==> src/rtl/dmso_pkg.sv <==
// constants, types and functional notes for the disk module status outputs
// Functional notes
// cylinder position shown on eight binary-weighted lines, weights 1 to 128.
// cylinder lines driven only when selected; updated at set-cylinder time.
// gated attention raised on seek complete or 600 ms seek timeout.
// read gate clears gated attention.
// gated attention ignores selection; routed to line chosen by id plug.
// selected-module line asserted on own line while selected.
// busy high while seeking, low when ready; driven only when selected.
// one index pulse per revolution, selection qualified.
// write sense asserted while the selected module writes the medium; the code holds it low while unsafe.
// unsafe output asserted, selection qualified; operations refused while unsafe.
// seek incomplete asserted if seek not complete within 600 ms, selection qualified.
// end of cylinder raised when head register goes 19 to 20 in cylinder operation.
// read data driven during reads, only while selected.
// control unit keeps dc until every heads-extended line drops.
// on-line asserted only when heads extended and ready, selection qualified.
// control unit holds sequence pick while powered, starting motors in turn.
// control unit opens controlled ground at power off to stop motors; the model has no ground line and only drops sequence pick.
// pack change indication output provided.
// one select line per module; id plug fixes which line is used.
// unselected qualified outputs held inactive.
package dmso_pkg;
    localparam int unsigned DMSO_CLOCK_HZ = 50_000_000;
    localparam int unsigned DMSO_SEEK_TIMEOUT_MS = 600;
    localparam int unsigned DMSO_SEEK_TIMEOUT_CYCLES =
        DMSO_SEEK_TIMEOUT_MS * (DMSO_CLOCK_HZ / 1000);
    localparam int unsigned DMSO_CYL_WIDTH = 8;
    localparam int unsigned DMSO_HEAD_WIDTH = 5;
    localparam logic [4:0] DMSO_HEAD_LAST = 5'h13;
    localparam logic [4:0] DMSO_HEAD_END = 5'h14;
    localparam int unsigned DMSO_PLUG_WIDTH = 3;
    localparam int unsigned DMSO_ATTN_LINES = 8;

    // raw pin-side module events, all from outside the clock domain
    typedef struct packed {
        logic select;
        logic seeking;
        logic detent;
        logic index;
        logic writing;
        logic reading;
        logic read_data;
        logic unsafe;
        logic heads_extended;
        logic ready;
        logic pack_change;
    } dmso_pins_type;

    // selection-qualified status group
    typedef struct packed {
        logic selected;
        logic busy;
        logic index;
        logic write_sense;
        logic unsafe;
        logic seek_incomplete;
        logic end_of_cylinder;
        logic read_data;
        logic on_line;
        logic pack_change;
    } dmso_status_type;

    typedef enum logic [1:0] {
        DMSO_IDLE = 2'h0,
        DMSO_SEEK = 2'h1,
        DMSO_DONE = 2'h3
    } dmso_seek_type;
endpackage : dmso_pkg

==> src/rtl/dmso_status.sv <==
// status output logic of one disk module toward the storage control unit
`timescale 1ns/100ps
module dmso_status
    import dmso_pkg::*;
#(
    parameter int unsigned SEEK_TIMEOUT_CYCLES = DMSO_SEEK_TIMEOUT_CYCLES
) (
    input wire logic i_clock,
    input wire logic i_sys_rst,
    input wire dmso_pins_type i_pins,
    input wire logic [DMSO_PLUG_WIDTH-1:0] i_id_plug,
    input wire logic i_set_cylinder,
    input wire logic [DMSO_CYL_WIDTH-1:0] i_cylinder_value,
    input wire logic i_seek_start,
    input wire logic i_read_gate,
    input wire logic i_cylinder_op,
    input wire logic [DMSO_HEAD_WIDTH-1:0] i_head_select,
    output logic [DMSO_CYL_WIDTH-1:0] o_cylinder_position_lines,
    output logic [DMSO_ATTN_LINES-1:0] o_gated_attention,
    output dmso_status_type o_status,
    output logic o_heads_extended,
    output logic o_operation_refused
);
    localparam int unsigned NPIN = $bits(dmso_pins_type);
    localparam int unsigned TW = $clog2(SEEK_TIMEOUT_CYCLES + 1);

    // three-stage synchronisers; only stages two and three are compared
    logic [NPIN-1:0] sync1;
    logic [NPIN-1:0] sync2;
    logic [NPIN-1:0] sync3;
    logic [NPIN-1:0] clean;
    dmso_pins_type pin;
    logic [NPIN-1:0] next_clean;
    genvar g;
    generate
        for (g = 0; g < NPIN; g++) begin : g_filt
            assign next_clean[g] = (sync2[g] == sync3[g]) ? sync3[g] : clean[g];
        end
    endgenerate
    assign pin = dmso_pins_type'(clean);

    always_ff @(posedge i_clock) begin
        if (i_sys_rst) begin
            sync1 <= '0;
            sync2 <= '0;
            sync3 <= '0;
            clean <= '0;
        end else begin
            sync1 <= i_pins;
            sync2 <= sync1;
            sync3 <= sync2;
            clean <= next_clean;
        end
    end

    // the synchronised select line gates every qualified output
    logic sel;
    assign sel = pin.select;

    // cylinder register, loaded at set-cylinder time
    logic [DMSO_CYL_WIDTH-1:0] cylinder;
    always_ff @(posedge i_clock) begin
        if (i_sys_rst) begin
            cylinder <= '0;
        end else if (i_set_cylinder && !pin.unsafe) begin
            cylinder <= i_cylinder_value;
        end
    end

    // seek supervision
    dmso_seek_type seek_state;
    dmso_seek_type next_seek_state;
    logic [TW-1:0] seek_count;
    logic timeout;
    logic seek_ok;
    logic seek_go;
    assign seek_go = i_seek_start && !pin.unsafe;
    assign timeout = (seek_state == DMSO_SEEK) && (seek_count == TW'(SEEK_TIMEOUT_CYCLES));
    assign seek_ok = (seek_state == DMSO_SEEK) && pin.detent && !timeout;

    always_comb begin
        next_seek_state = seek_state;
        case (seek_state)
            DMSO_IDLE: if (seek_go) next_seek_state = DMSO_SEEK;
            DMSO_SEEK: if (seek_ok || timeout) next_seek_state = DMSO_DONE;
            DMSO_DONE: if (seek_go) next_seek_state = DMSO_SEEK;
            default: next_seek_state = DMSO_IDLE;
        endcase
    end

    logic attention;
    logic seek_fail;
    logic count_run;
    // a repeated seek command restarts the timeout window
    assign count_run = (seek_state == DMSO_SEEK) && !seek_go;
    always_ff @(posedge i_clock) begin
        if (i_sys_rst) begin
            seek_state <= DMSO_IDLE;
            seek_count <= '0;
        end else begin
            seek_state <= next_seek_state;
            seek_count <= count_run ? seek_count + 1'h1 : '0;
        end
    end

    // raise attention; set beats the read-gate clear
    always_ff @(posedge i_clock) begin
        if (i_sys_rst) begin
            attention <= 1'h0;
        end else if (seek_ok || timeout) begin
            attention <= 1'h1;
        // read gate clears
        end else if (i_read_gate) begin
            attention <= 1'h0;
        end
    end

    // timeout flag, held until the next accepted seek
    always_ff @(posedge i_clock) begin
        if (i_sys_rst) begin
            seek_fail <= 1'h0;
        end else if (timeout) begin
            seek_fail <= 1'h1;
        end else if (seek_go) begin
            seek_fail <= 1'h0;
        end
    end

    // head register passing 19 to 20
    logic [DMSO_HEAD_WIDTH-1:0] head_prev;
    logic head_wrap;
    logic eoc;
    assign head_wrap = (head_prev == DMSO_HEAD_LAST) && (i_head_select == DMSO_HEAD_END);
    always_ff @(posedge i_clock) begin
        if (i_sys_rst) begin
            head_prev <= '0;
        end else begin
            head_prev <= i_head_select;
        end
    end

    always_ff @(posedge i_clock) begin
        if (i_sys_rst) begin
            eoc <= 1'h0;
        end else if (i_cylinder_op && head_wrap) begin
            eoc <= 1'h1;
        end else if (!i_cylinder_op) begin
            eoc <= 1'h0;
        end
    end

    // attention on the plug-chosen line, not selection gated
    logic [DMSO_ATTN_LINES-1:0] next_attn;
    assign next_attn = attention ? (DMSO_ATTN_LINES'(1) << i_id_plug) : '0;

    // every qualified output forced inactive when unselected
    dmso_status_type next_status;
    logic busy_now;
    assign busy_now = pin.seeking || (seek_state == DMSO_SEEK);
    always_comb begin
        next_status = '0;
        if (sel) begin
            // selected line
            next_status.selected = 1'b1;
            // busy while seeking
            next_status.busy = busy_now;
            // index pulse
            next_status.index = pin.index;
            // write sense, suppressed when unsafe
            next_status.write_sense = pin.writing && !pin.unsafe;
            // unsafe indication
            next_status.unsafe = pin.unsafe;
            next_status.seek_incomplete = seek_fail;
            next_status.end_of_cylinder = eoc;
            // read data during reads only
            next_status.read_data = pin.reading && pin.read_data;
            // on-line when extended, ready and not busy
            next_status.on_line = pin.heads_extended && pin.ready && !busy_now;
            // pack change
            next_status.pack_change = pin.pack_change;
        end
    end

    // cylinder lines gated by select
    always_ff @(posedge i_clock) begin
        if (i_sys_rst) begin
            o_cylinder_position_lines <= '0;
        end else begin
            o_cylinder_position_lines <= sel ? cylinder : '0;
        end
    end

    // attention line, never gated by select
    always_ff @(posedge i_clock) begin
        if (i_sys_rst) begin
            o_gated_attention <= '0;
        end else begin
            o_gated_attention <= next_attn;
        end
    end

    // qualified group registered as one word
    always_ff @(posedge i_clock) begin
        if (i_sys_rst) begin
            o_status <= '0;
        end else begin
            o_status <= next_status;
        end
    end

    // heads extended ungated, for power-down sequencing
    always_ff @(posedge i_clock) begin
        if (i_sys_rst) begin
            o_heads_extended <= 1'h0;
        end else begin
            o_heads_extended <= pin.heads_extended;
        end
    end

    // refuse operations while unsafe
    always_ff @(posedge i_clock) begin
        if (i_sys_rst) begin
            o_operation_refused <= 1'h0;
        end else begin
            o_operation_refused <= pin.unsafe && (i_set_cylinder || i_seek_start);
        end
    end
endmodule : dmso_status
==> config.mk <==
export PLATFORM = sky130hd
export DESIGN_NAME = dmso_status
export DESIGN_NICKNAME = d
export VERILOG_FILES = /design/src/rtl/dmso_pkg.sv /design/src/rtl/dmso_status.sv
export SDC_FILE = /design/constraint.sdc
export NUM_CORES = 1
export LEC_CHECK = 0
export BUFFER_PORTS_ARGS = -buffer_cell sky130_fd_sc_hd__buf_2
export CELL_PAD_IN_SITES_DETAIL_PLACEMENT = 0
export CELL_PAD_IN_SITES_GLOBAL_PLACEMENT = 1
export CORE_MARGIN = 2
export CORE_UTILIZATION = 45
export DETAILED_ROUTE_END_ITERATION = 8
export PLACE_DENSITY_LB_ADDON = 0.25
export SLEW_MARGIN = 40
export SYNTH_ARGS = -nofsm -noshare
export SYNTH_HDL_FRONTEND = slang
export SYNTH_SLANG_ARGS = --single-unit
==> constraint.sdc <==
create_clock -name i_clock -period 2.6 [get_ports i_clock]
set_input_delay 0.13 -clock i_clock [delete_from_list [all_inputs] [get_ports i_clock]]
set_output_delay 0.13 -clock i_clock [all_outputs]
set_load 0.03 [all_outputs]
**Word-level counts from Yosys, hierarchy flattened**

Cells that the tools add are included.

- Add/sub/neg operators: 1
- Equal/unequal tests: 19
- Shifts and indexed selects: 1
- Multiplexer cells: 10
- Bitwise operators: 3
- Reductions and logical operators: 28

Operator list:

| cell | number |
|---|---|
| $add A25 B1 Y25 const B | 1 |
| $eq A25 B25 Y1 const B | 1 |
| $logic_and A1 B1 Y1 | 13 |
| $eq A1 B1 Y1 | 11 |
| $eq A5 B5 Y1 const B | 2 |
| $mux W10 | 1 |
| $reduce_or A2 Y1 | 4 |
| $shl A1 B3 Y8 const A | 1 |
| $mux W1 | 6 |
| $ne A2 B1 Y1 const B | 3 |
| $logic_not A1 Y1 | 4 |
| $mux W2 | 2 |
| $pmux W2 S2 | 1 |
| $reduce_bool A2 Y1 | 2 |
| $logic_or A1 B1 Y1 | 3 |
| $not A1 Y1 | 3 |
| $eq A2 B1 Y1 const B | 1 |
| $eq A2 B2 Y1 const B | 1 |
| $logic_not A2 Y1 | 1 |
| $reduce_and A2 Y1 | 1 |

- Bits in registers: 115
- Output and inout bits: 28
- Logic and storage cells: 97

**Longest topological paths before layout**

Gate-level depths: netlist of the first run.

- Depth after elaboration: 7
- Depth in mapped cells: 7

**Worst setup path after synthesis of the first run**

No wires, ideal clock.

- Path type: register -> register
- From: register seek_count[11]
- To: register seek_count[20]
- Arrival: 1.667 ns
- Path slack: 0.861 ns
- Cell stages (with the launch flop): 7
- Clock period less this slack: 1.739 ns
- Cell sequence: dfxtp_1 buf_4 nand4_2 or4_4 buf_6 or3_1 a21oi_1

- Cells in the longest elaborated chain, start to end: 1

RTL lines:

| what | RTL line | text |
|---|---|---|
| from (decl) | dmso_status.sv:73 | `logic [TW-1:0] seek_count;` |
| from (signal assigned) | dmso_status.sv:102 | `seek_count <= count_run ? seek_count + 1'h1 : '0;` |
| $add A25 B1 Y25 | dmso_status.sv:102 |  |

Every way passes these cells.
A chain may end at the register's enable or synchronous reset.

**Final worst setup path of the first run**

- From: register seek_count[15]
- To: register seek_state[0]

- Cells in the longest elaborated chain, start to end: 7

RTL lines:

| what | RTL line | text |
|---|---|---|
| $eq A25 B25 Y1 * | dmso_status.sv:78 | `assign timeout = (seek_state == DMSO_SEEK) && (seek_count == TW'(SEEK_TIMEOUT_CYCLES));` |
| $logic_and A1 B1 Y1 * | dmso_status.sv:78 |  |
| $logic_not A1 Y1 | dmso_status.sv:79 | `assign seek_ok = (seek_state == DMSO_SEEK) && pin.detent && !timeout;` |
| $logic_and A1 B1 Y1 | dmso_status.sv:79 |  |
| $logic_or A1 B1 Y1 * | dmso_status.sv:85 | `DMSO_SEEK: if (seek_ok \|\| timeout) next_seek_state = DMSO_DONE;` |
| $ne A2 B1 Y1 (no line) * | -- |  |
| $reduce_and A2 Y1 (no line) * | -- |  |
| to (signal assigned) | dmso_status.sv:101 | `seek_state <= next_seek_state;` |
| to (decl) | dmso_status.sv:71 | `dmso_seek_type seek_state;` |

Mark *: on every way between the ends. The rest lies on a longest branch, timed or not.

==> results of run 1 <==
critical path, stage by stage (launching register included):
cell and delay [ns]:
dfxtp_1 0.39, nand2_1 0.12, or4b_1 0.50, nor3_1 0.30, o21ai_0 0.14, mux2_2 0.28
placed cells by master, fill, tap and decap left out, drive strengths merged:
cell type / count
and2: 13
o21ai: 15
ha: 4
nand2b: 4
clkbuf: 19
bufinv: 4
nor4b: 5
and4: 2
buf: 64
clkinvlp: 4
xnor2: 8
a41oi: 1
o21a: 1
a21oi: 15
inv: 10
dfxtp: 115
nand3: 14
nor3b: 4
nand2: 25
dlygate4sd3: 33
nand4: 7
and3: 5
or3: 1
clkinv: 3
nor4bb: 1
and3b: 1
or4: 1
nor4: 7
xor2: 14
mux2: 1
mux2i: 8
a211oi: 1
or4b: 1
nor2b: 41
nor3: 4
nor2: 48
nand3b: 2
per-stage QoR:
step / cells / utilization / instance area, sq um
floorplan: 394 / - / 3960
detailed placement: 550 / 0.504 / 4360
global route: 614 / 0.614 / 5300
global placement: 550 / 0.504 / 4360
finish: 614 / 0.614 / 5300
CTS: 614 / 0.614 / 5300
Yosys cell counts, types with 2 or more instances:
cell type / n / area, sq um
nand4_2: 2 / 25.0
nor2_1: 48 / 180
a21oi_1: 15 / 75.1
nor3b_1: 3 / 22.5
xnor2_1: 8 / 70.1
nand3_1: 14 / 70.1
dfxtp_1: 115 / 2300
ha_1: 4 / 50.1
mux2i_1: 8 / 80.1
nor4_1: 6 / 37.5
inv_1: 9 / 33.8
nor2b_1: 41 / 257
nand4_1: 5 / 31.3
nand2_1: 25 / 93.8
nand3b_1: 2 / 15.0
and4_1: 2 / 17.5
o21ai_0: 15 / 75.1
nor3_1: 4 / 20.0
nor4b_1: 4 / 35.0
nand2b_1: 4 / 25.0
buf_1: 2 / 7.51
and2_1: 13 / 81.3
xor2_1: 14 / 123
clkbuf_1: 12 / 45.0
and3_1: 4 / 25.0
power by group:
part	internal, uW	switching [uW]	leakage [uW]	total, uW
combinational	87.9	73.5	0.000944	161
clock	1580	793	0.000287	2370
sequential	1800	14.2	0.000935	1820
state kept, by name (all words and copies together), names as in the netlist, 10 cells and up:
register    cells
sync2          11
sync3          11
seek_count     25
o_status       10
clean          11
sync1          11
cells by family after synthesis:
| logic type | synth area share |
|---|---|
| buf+inv | 0.0265 |
| simple gates | 0.264 |
| flops | 0.581 |
| mux | 0.0231 |
| compound gates | 0.0439 |
| fa+ha+maj | 0.0126 |
| xor+xnor | 0.0486 |
per-layer routing:
metal,vias up,wire (um),track usage
met5,-,0,0
met4,0,107,0.0694
met3,14,408,0.0565
met2,78,3420,0.259
met1,1328,3660,0.217
li1,1514,-,-
worst max-delay path by stage:
stage	depth (start not counted)	slack (ns)	from	to
floorplan	6	0.86	seek_count[11]$_SDFF_PP0_	seek_count[20]$_SDFF_PP0_
global placement	5	0.83	seek_count[11]$_SDFF_PP0_	seek_count[23]$_SDFF_PP0_
detailed placement	4	0.76	seek_count[11]$_SDFF_PP0_	seek_count[20]$_SDFF_PP0_
CTS	5	0.73	seek_count[15]$_SDFF_PP0_	seek_state[0]$_SDFFE_PP0P_
global route	5	0.62	seek_count[15]$_SDFF_PP0_	seek_state[0]$_SDFFE_PP0P_
finish	5	0.76	seek_count[15]$_SDFF_PP0_	seek_state[0]$_SDFFE_PP0P_
layout make-up:
type	count	area [sq um]	share of cell area
Clock buffer	19	432	0.0814
Clock inverter	12	181	0.0342
Inverter	9	33.8	0.00637
Multi-Input combinational cell	254	1560	0.293
Sequential cell	115	2300	0.434
Tap cell	108	135	0.0255
Timing Repair Buffer	97	661	0.125
repair_timing:
action                                  4_1_cts  5_1_grt
hold buffers                                 33        0
endpoints found under the setup margin        0        0
hold endpoints to repair                     36        0
==> impl_metrics.ini, run 1 <==
[timing]
max_freq_ghz = 0.544
tns_ns = 0
worst_pin_slew_ns = 0.677
final-max-slew-violation-count = 0
clock_skew_ns = 0.00733
fin_ws_ns = 0.763
slew_headroom = 0.549
period_minus_slack_ns = 1.84
setup_violations = 0
hold_viol_final = 0
post-route-period-util = 0.707
hold_slack_ns = 0.154
grt_setup_unrepaired = false

[synthesis]
yosys_warnings = 0
synth_cell_types = 40
synthArstFlopShare = 0
postSynthCellCount = 394
ys.flop_type = dfxtp_1
avgSynthCellArea_sq_um = 10.1
postSynthRegisterBits = 115
syn_area_sq_mm = 0.00396
synth_edf_count = 0
syn_nets = 431
yosysSeqAreaShare = 0.581

[detailed_routing]
drc = 0
wirelength_um = 7590
routed_via_density = 4.78
post_drt_wl_per_cell_um = 12.4
postRouteAntennaNets = 0
vias = 2934
dr.pass1.iters = 4
first_iter_violations = 124

[placement]
dp_slack_ns = 0.759
port_buffers = 60
place_congestion = 0.772
dpl.hpwl_um = 4690

[global_routing]
grt_use_total = 0.168
grt_pass1_wl_um = 12700
grt_overflow = 0
grt_max_degree = 38
first_global_vias = 2735
antenna_found_initial = 0

[setup_path]
crit_type = flip-flop to flip-flop
critPathArrivalTime_ns = 2.22
r2r_cells = 5
reg2reg_to = seek_state[0]$_SDFFE_PP0P_
crit_path_start_kind = flip-flop
end_kind = flip-flop
r2r-start = seek_count[15]$_SDFF_PP0_
critPathMaxFanout = 4
reg2reg_slack_ns = 0.76
critPathRequiredTime_ns = 2.99

[final_layout]
n_fill_cell = 729
syn_to_final_growth_pct = 33.8
nets = 531
diodes = 0
layout-drive-gt1-share = 0.202

[power]
power.leakage_uw = 0.00217
ir_drop_mv = 0.466
power_uw = 4350
pwr_density_cell_mw_per_mm2 = 820

[floorplanning]
rows = 34
die_height_um = 97.8
die_area_sq_mm = 0.00957
die_w_um = 97.8
io_pins = 61
initial_utilization = 0.459
core_sq_mm = 0.00864

[worst_hold_path]
hp-class = input port to flip-flop
holdPathStages = 2
min-delay-start = i_sys_rst
min_to = cylinder[7]$_SDFFE_PP0P_

[clock_tree]
clock_latency_ns = 0.50
cts_root_buf = clkbuf_8
cts_setup_buffers = 0
cts_buffer_depth = 2
path_clk_slew_ns = 0.06
cts_buffers = 17
cts_tree = yes
clkSinkCount = 115
post_cts_resized = 0
htreeDepth = 4

[status]
status = complete, no violations

[job]
maxCapViolCount = 0
No activity file was read; power rests on OpenSTA's default activity.
==> run 2, diff against run 1 <==
Settings changed: CORE_UTILIZATION 45 to 43.
Clock period 2.6 ns to 1.85 ns, I/O delays scaled along.
==> impl_metrics.ini, run 2 (synthesis gave the netlist of run 1 again) <==
[detailed_routing]
dr.pass1.iters = 4
first_iter_violations = 103
routed_via_density = 4.66
drc = 0
post_drt_wl_per_cell_um = 11.7
postRouteAntennaNets = 0
vias = 2928
wirelength_um = 7330

[timing]
slew_headroom = 0.695
hold_viol_final = 0
tns_ns = 0
post-route-period-util = 0.968
clock_skew_ns = 0.00639
setup_violations = 0
period_minus_slack_ns = 1.79
worst_pin_slew_ns = 0.456
hold_slack_ns = 0.198
final-max-slew-violation-count = 0
max_freq_ghz = 0.559

[final_layout]
diodes = 0
regMostFlops = seek_count
syn_to_final_growth_pct = 34.6
n_fill_cell = 794
final_common_cell = dfxtp_1
largest_register_ffs = 25
layout-drive-gt1-share = 0.222
layout_common_cells = 113 x dfxtp_1, 60 x buf_2, 48 x nor2_1, 41 x nor2b_1, 34 x dlygate4sd3_1
nets = 542

[setup_path]
end_kind = flip-flop
path_depth = 5
crit_chain = nand2_1 > or4b_1 > nor3_2 > o21ai_0 > mux2_2
r2r_cells = 5
critPathMaxFanout = 4
critical-path-top-delay-family = simple AND/OR/NAND/NOR gates
crit_buf_inv = 0
critPathArrivalTime_ns = 2.18
crit_path_start_kind = flip-flop
reg2reg_to = seek_state[0]$_SDFFE_PP0P_
critPathRequiredTime_ns = 2.24
crit_end = seek_state[0]$_SDFFE_PP0P_
slowest_stage = or4b_1
crit_type = flip-flop to flip-flop
reg2reg_slack_ns = 0.06
cp-startpoint = seek_count[16]$_SDFF_PP0_
r2r-start = seek_count[16]$_SDFF_PP0_
critPathMaxStageDelay_ns = 0.55

[global_routing]
grt_overflow = 0
grt_pass1_wl_um = 12200
first_global_vias = 2764
grt_use_total = 0.157
grt_max_degree = 32
antenna_found_initial = 0

[status]
status = complete, no violations

[floorplanning]
initial_utilization = 0.435
core_sq_mm = 0.00911
die_height_um = 100
die_area_sq_mm = 0.0100
rows = 35
die_w_um = 100
io_pins = 61

[clock_tree]
cts_tree = yes
path_clk_slew_ns = 0.06
clkSinkCount = 115
clock_latency_ns = 0.50
htreeDepth = 4
cts_buffers = 17
cts_root_buf = clkbuf_8
cts_buffer_depth = 2
cts_setup_buffers = 0

[placement]
dpl.hpwl_um = 4760
port_buffers = 60
place_congestion = 0.796

[power]
pwr_density_cell_mw_per_mm2 = 1070
power_uw = 5730
power.leakage_uw = 0.00220
ir_drop_mv = 0.617

[job]
maxCapViolCount = 0

[worst_hold_path]
hp-class = input port to flip-flop
holdPathStages = 5
-- run 2: cell count changes in the layout (fill, tap and decap cells not counted), sizes merged --
cell and change:
buf +10, bufinv -3, clkbuf +1, clkinv +1
dlygate4sd3 +1, inv +1
-- run 2: worst min-delay path by stage --
stage,startpoint,end,slack [ns]
2_1_floorplan,i_id_plug[1],o_gated_attention[0]$_SDFF_PP0_,0.17
4_1_cts,i_set_cylinder,cylinder[7]$_SDFFE_PP0P_,0.18
3_3_place_gp,i_pins[6],sync1[6]$_SDFF_PP0_,0.30
6_report,i_set_cylinder,cylinder[7]$_SDFFE_PP0P_,0.20
3_5_place_dp,i_pins[8],sync1[8]$_SDFF_PP0_,0.31
5_1_grt,i_set_cylinder,cylinder[7]$_SDFFE_PP0P_,0.23
-- run 2: power breakdown --
group          total [uW]  switching (uW)  internal, uW  leakage, uW
Combinational         227            99.6           127      0.00100
Sequential           2550            19.8          2530     0.000936
Clock                2950            1110          1850     0.000260
Total                5730            1230          4500      0.00220
-- run 2: what timing repair did --
| item | 4_1_cts | 5_1_grt |
|---|---|---|
| endpoints found under the hold margin | 38 | 0 |
| hold buffers | 34 | 0 |
| endpoints found under the setup margin | 0 | 6 |
| gates resized for setup | 0 | 3 |
-- run 2: cell type report --
| type | instances | area [sq um] | share of cell area |
|---|---|---|---|
| multi-input cells | 254 | 1560 | 0.293 |
| clock buffers | 20 | 445 | 0.0835 |
| well taps | 111 | 139 | 0.0260 |
| clock inverters | 11 | 105 | 0.0197 |
| repair buffers | 108 | 746 | 0.140 |
| flip-flops and latches | 115 | 2300 | 0.432 |
| inverters | 9 | 33.8 | 0.00633 |
-- run 2: metrics by stage --
stage | area, sq um | std cells | setup slack [ns] | util
floorplan | 3960 | 394 | 0.111 | -
global placement | 4440 | 563 | 0.121 | 0.487
detailed placement | 4440 | 563 | 0.0685 | 0.487
CTS | 5330 | 628 | 0.0574 | 0.585
global route | 5330 | 628 | -0.0261 | 0.586
finish | 5330 | 628 | 0.0599 | 0.586
-- run 2: layer usage --
layer	GRT usage	routed length, um	vias to the layer above
met5	0	0	-
met2	0.242	3290	60
met4	0.0558	83	0
li1	-	-	1525
met1	0.197	3620	1333
met3	0.0675	335	10
-- run 2: worst register-to-register path, cell delays in order (launching register included) --
cell     delay, ns
dfxtp_1       0.36
nand2_1       0.12
or4b_1        0.55
nor3_2        0.25
o21ai_0       0.12
mux2_2        0.27
==> run 3, diff against run 2 <==
--- a/config.mk
+++ b/config.mk
@@ -14,2 +14,3 @@
 export PLACE_DENSITY_LB_ADDON = 0.25
+export RECOVER_POWER = 25
 export SLEW_MARGIN = 40
--- a/constraint.sdc
+++ b/constraint.sdc
@@ -3,2 +3,2 @@
 set_output_delay 0.0925 -clock i_clock [all_outputs]
-set_load 0.03 [all_outputs]
+set_load 0.01 [all_outputs]
==> impl_metrics.ini, run 3 (synthesis gave the netlist of run 1 again) <==
[global_routing]
grt_max_degree = 32
grt_use_total = 0.157
grt_pass1_wl_um = 12200
first_global_vias = 2764
grt_overflow = 0
antenna_found_initial = 0

[floorplanning]
io_pins = 61
die_area_sq_mm = 0.0100
rows = 35
die_w_um = 100
die_height_um = 100
core_sq_mm = 0.00911
initial_utilization = 0.435

[setup_path]
critical-path-top-delay-family = simple AND/OR/NAND/NOR gates
critPathMaxFanout = 4
crit_type = flip-flop to flip-flop
end_kind = flip-flop
slowest_stage = or4b_1
critPathMaxStageDelay_ns = 0.55
crit_path_start_kind = flip-flop
critPathRequiredTime_ns = 2.24
crit_buf_inv = 0
critPathArrivalTime_ns = 2.18
crit_chain = nand2_1 > or4b_1 > nor3_2 > o21ai_0 > mux2_2

[power]
ir_drop_mv = 0.617
power.leakage_uw = 0.00219
pwr_density_cell_mw_per_mm2 = 1080

[timing]
worst_pin_slew_ns = 1.16
max_freq_ghz = 0.559
post-route-period-util = 0.966
tns_ns = 0
period_minus_slack_ns = 1.79
slew_headroom = 0.226
setup_violations = 0
clock_skew_ns = 0.00638
hold_viol_final = 0
final-max-slew-violation-count = 0

[clock_tree]
cts_tree = yes
cts_setup_buffers = 0
htreeDepth = 4
path_clk_slew_ns = 0.06
clock_latency_ns = 0.50
cts_root_buf = clkbuf_8
clkSinkCount = 115
cts_buffer_depth = 2
cts_buffers = 17

[placement]
port_buffers = 60
place_congestion = 0.796
place_area_sq_mm = 0.00444
dp_cells = 563
dpl.hpwl_um = 4760

[final_layout]
n_fill_cell = 795
layout-drive-gt1-share = 0.217
diodes = 0
layout_common_cells = 113 x dfxtp_1, 59 x buf_2, 48 x nor2_1, 41 x nor2b_1, 34 x dlygate4sd3_1
regMostFlops = seek_count
fin_cells = 628
final_common_cell = dfxtp_1
nets = 542
design_area_sq_mm = 0.00533
largest_register_ffs = 25
syn_to_final_growth_pct = 34.4

[detailed_routing]
post_drt_wl_per_cell_um = 11.7
routed_via_density = 4.65
wirelength_um = 7330
vias = 2923
first_iter_violations = 104
postRouteAntennaNets = 0
drc = 0
dr.pass1.iters = 4

[worst_hold_path]
hp-class = input port to flip-flop

[status]
status = complete, no violations

[job]
maxCapViolCount = 0
run 3: worst paths after layout:
| path | from | cells past startpoint | slack [ns] | to |
|---|---|---|---|---|
| worst max register to register | seek_count[16]$_SDFF_PP0_ | 5 | 0.06 | seek_state[0]$_SDFFE_PP0P_ |
| worst min-delay path | i_set_cylinder | 5 | 0.20 | cylinder[7]$_SDFFE_PP0P_ |
| worst min register to register | sync1[3]$_SDFF_PP0_ | 1 | 0.43 | sync2[3]$_SDFF_PP0_ |
| worst max-delay path | seek_count[16]$_SDFF_PP0_ | 5 | 0.06 | seek_state[0]$_SDFFE_PP0P_ |
run 3: layout make-up:
type                            instances  area, sq um  share of cell area
Clock buffer                           20          445              0.0836
Clock inverter                         11          105              0.0197
Inverter                                9         33.8             0.00634
Multi-Input combinational cell        254         1560               0.293
Sequential cell                       115         2300               0.433
Tap cell                              111          139              0.0261
Timing Repair Buffer                  108          737               0.138
run 3: tightest hold or removal path: stages:
cell and delay (ns):
buf_2 0.10, nor2b_1 0.12, buf_4 0.20, mux2i_1 0.09
nor2_1 0.07
run 3: where the power goes:
group	leakage [uW]	internal, uW	total [uW]	switching [uW]
clock network	0.000260	1850	2950	1110
registers	0.000936	2530	2550	19.8
logic	0.000990	125	224	99.0
run 3: repair_timing:
item,4_1_cts,5_1_grt
endpoints found under the hold margin,38,0
hold buffers,34,0
resized for setup,0,3
setup endpoints to repair,0,6
run 3: per-layer routing:
metal | share of wire | wire length, um | global-route usage | vias to the layer above
li1 | - | - | - | 1525
met1 | 0.49 | 3630 | 0.197 | 1330
met2 | 0.45 | 3290 | 0.242 | 58
met3 | 0.045 | 328 | 0.0675 | 10
met4 | 0.011 | 83 | 0.0558 | 0
met5 | 0 | 0 | 0 | -
run 3: metrics by stage:
| step | worst slack, ns | total power (uW) | hold WS, ns | util |
|---|---|---|---|---|
| detailed placement | 0.0685 | 2780 | 0.306 | 0.487 |
| global placement | 0.121 | 2770 | 0.300 | 0.487 |
| floorplan | 0.111 | 2710 | 0.171 | - |
| global route | -0.0261 | 5960 | 0.232 | 0.585 |
| CTS | 0.0574 | 5790 | 0.183 | 0.585 |
| finish | 0.0623 | 5730 | 0.198 | 0.585 |
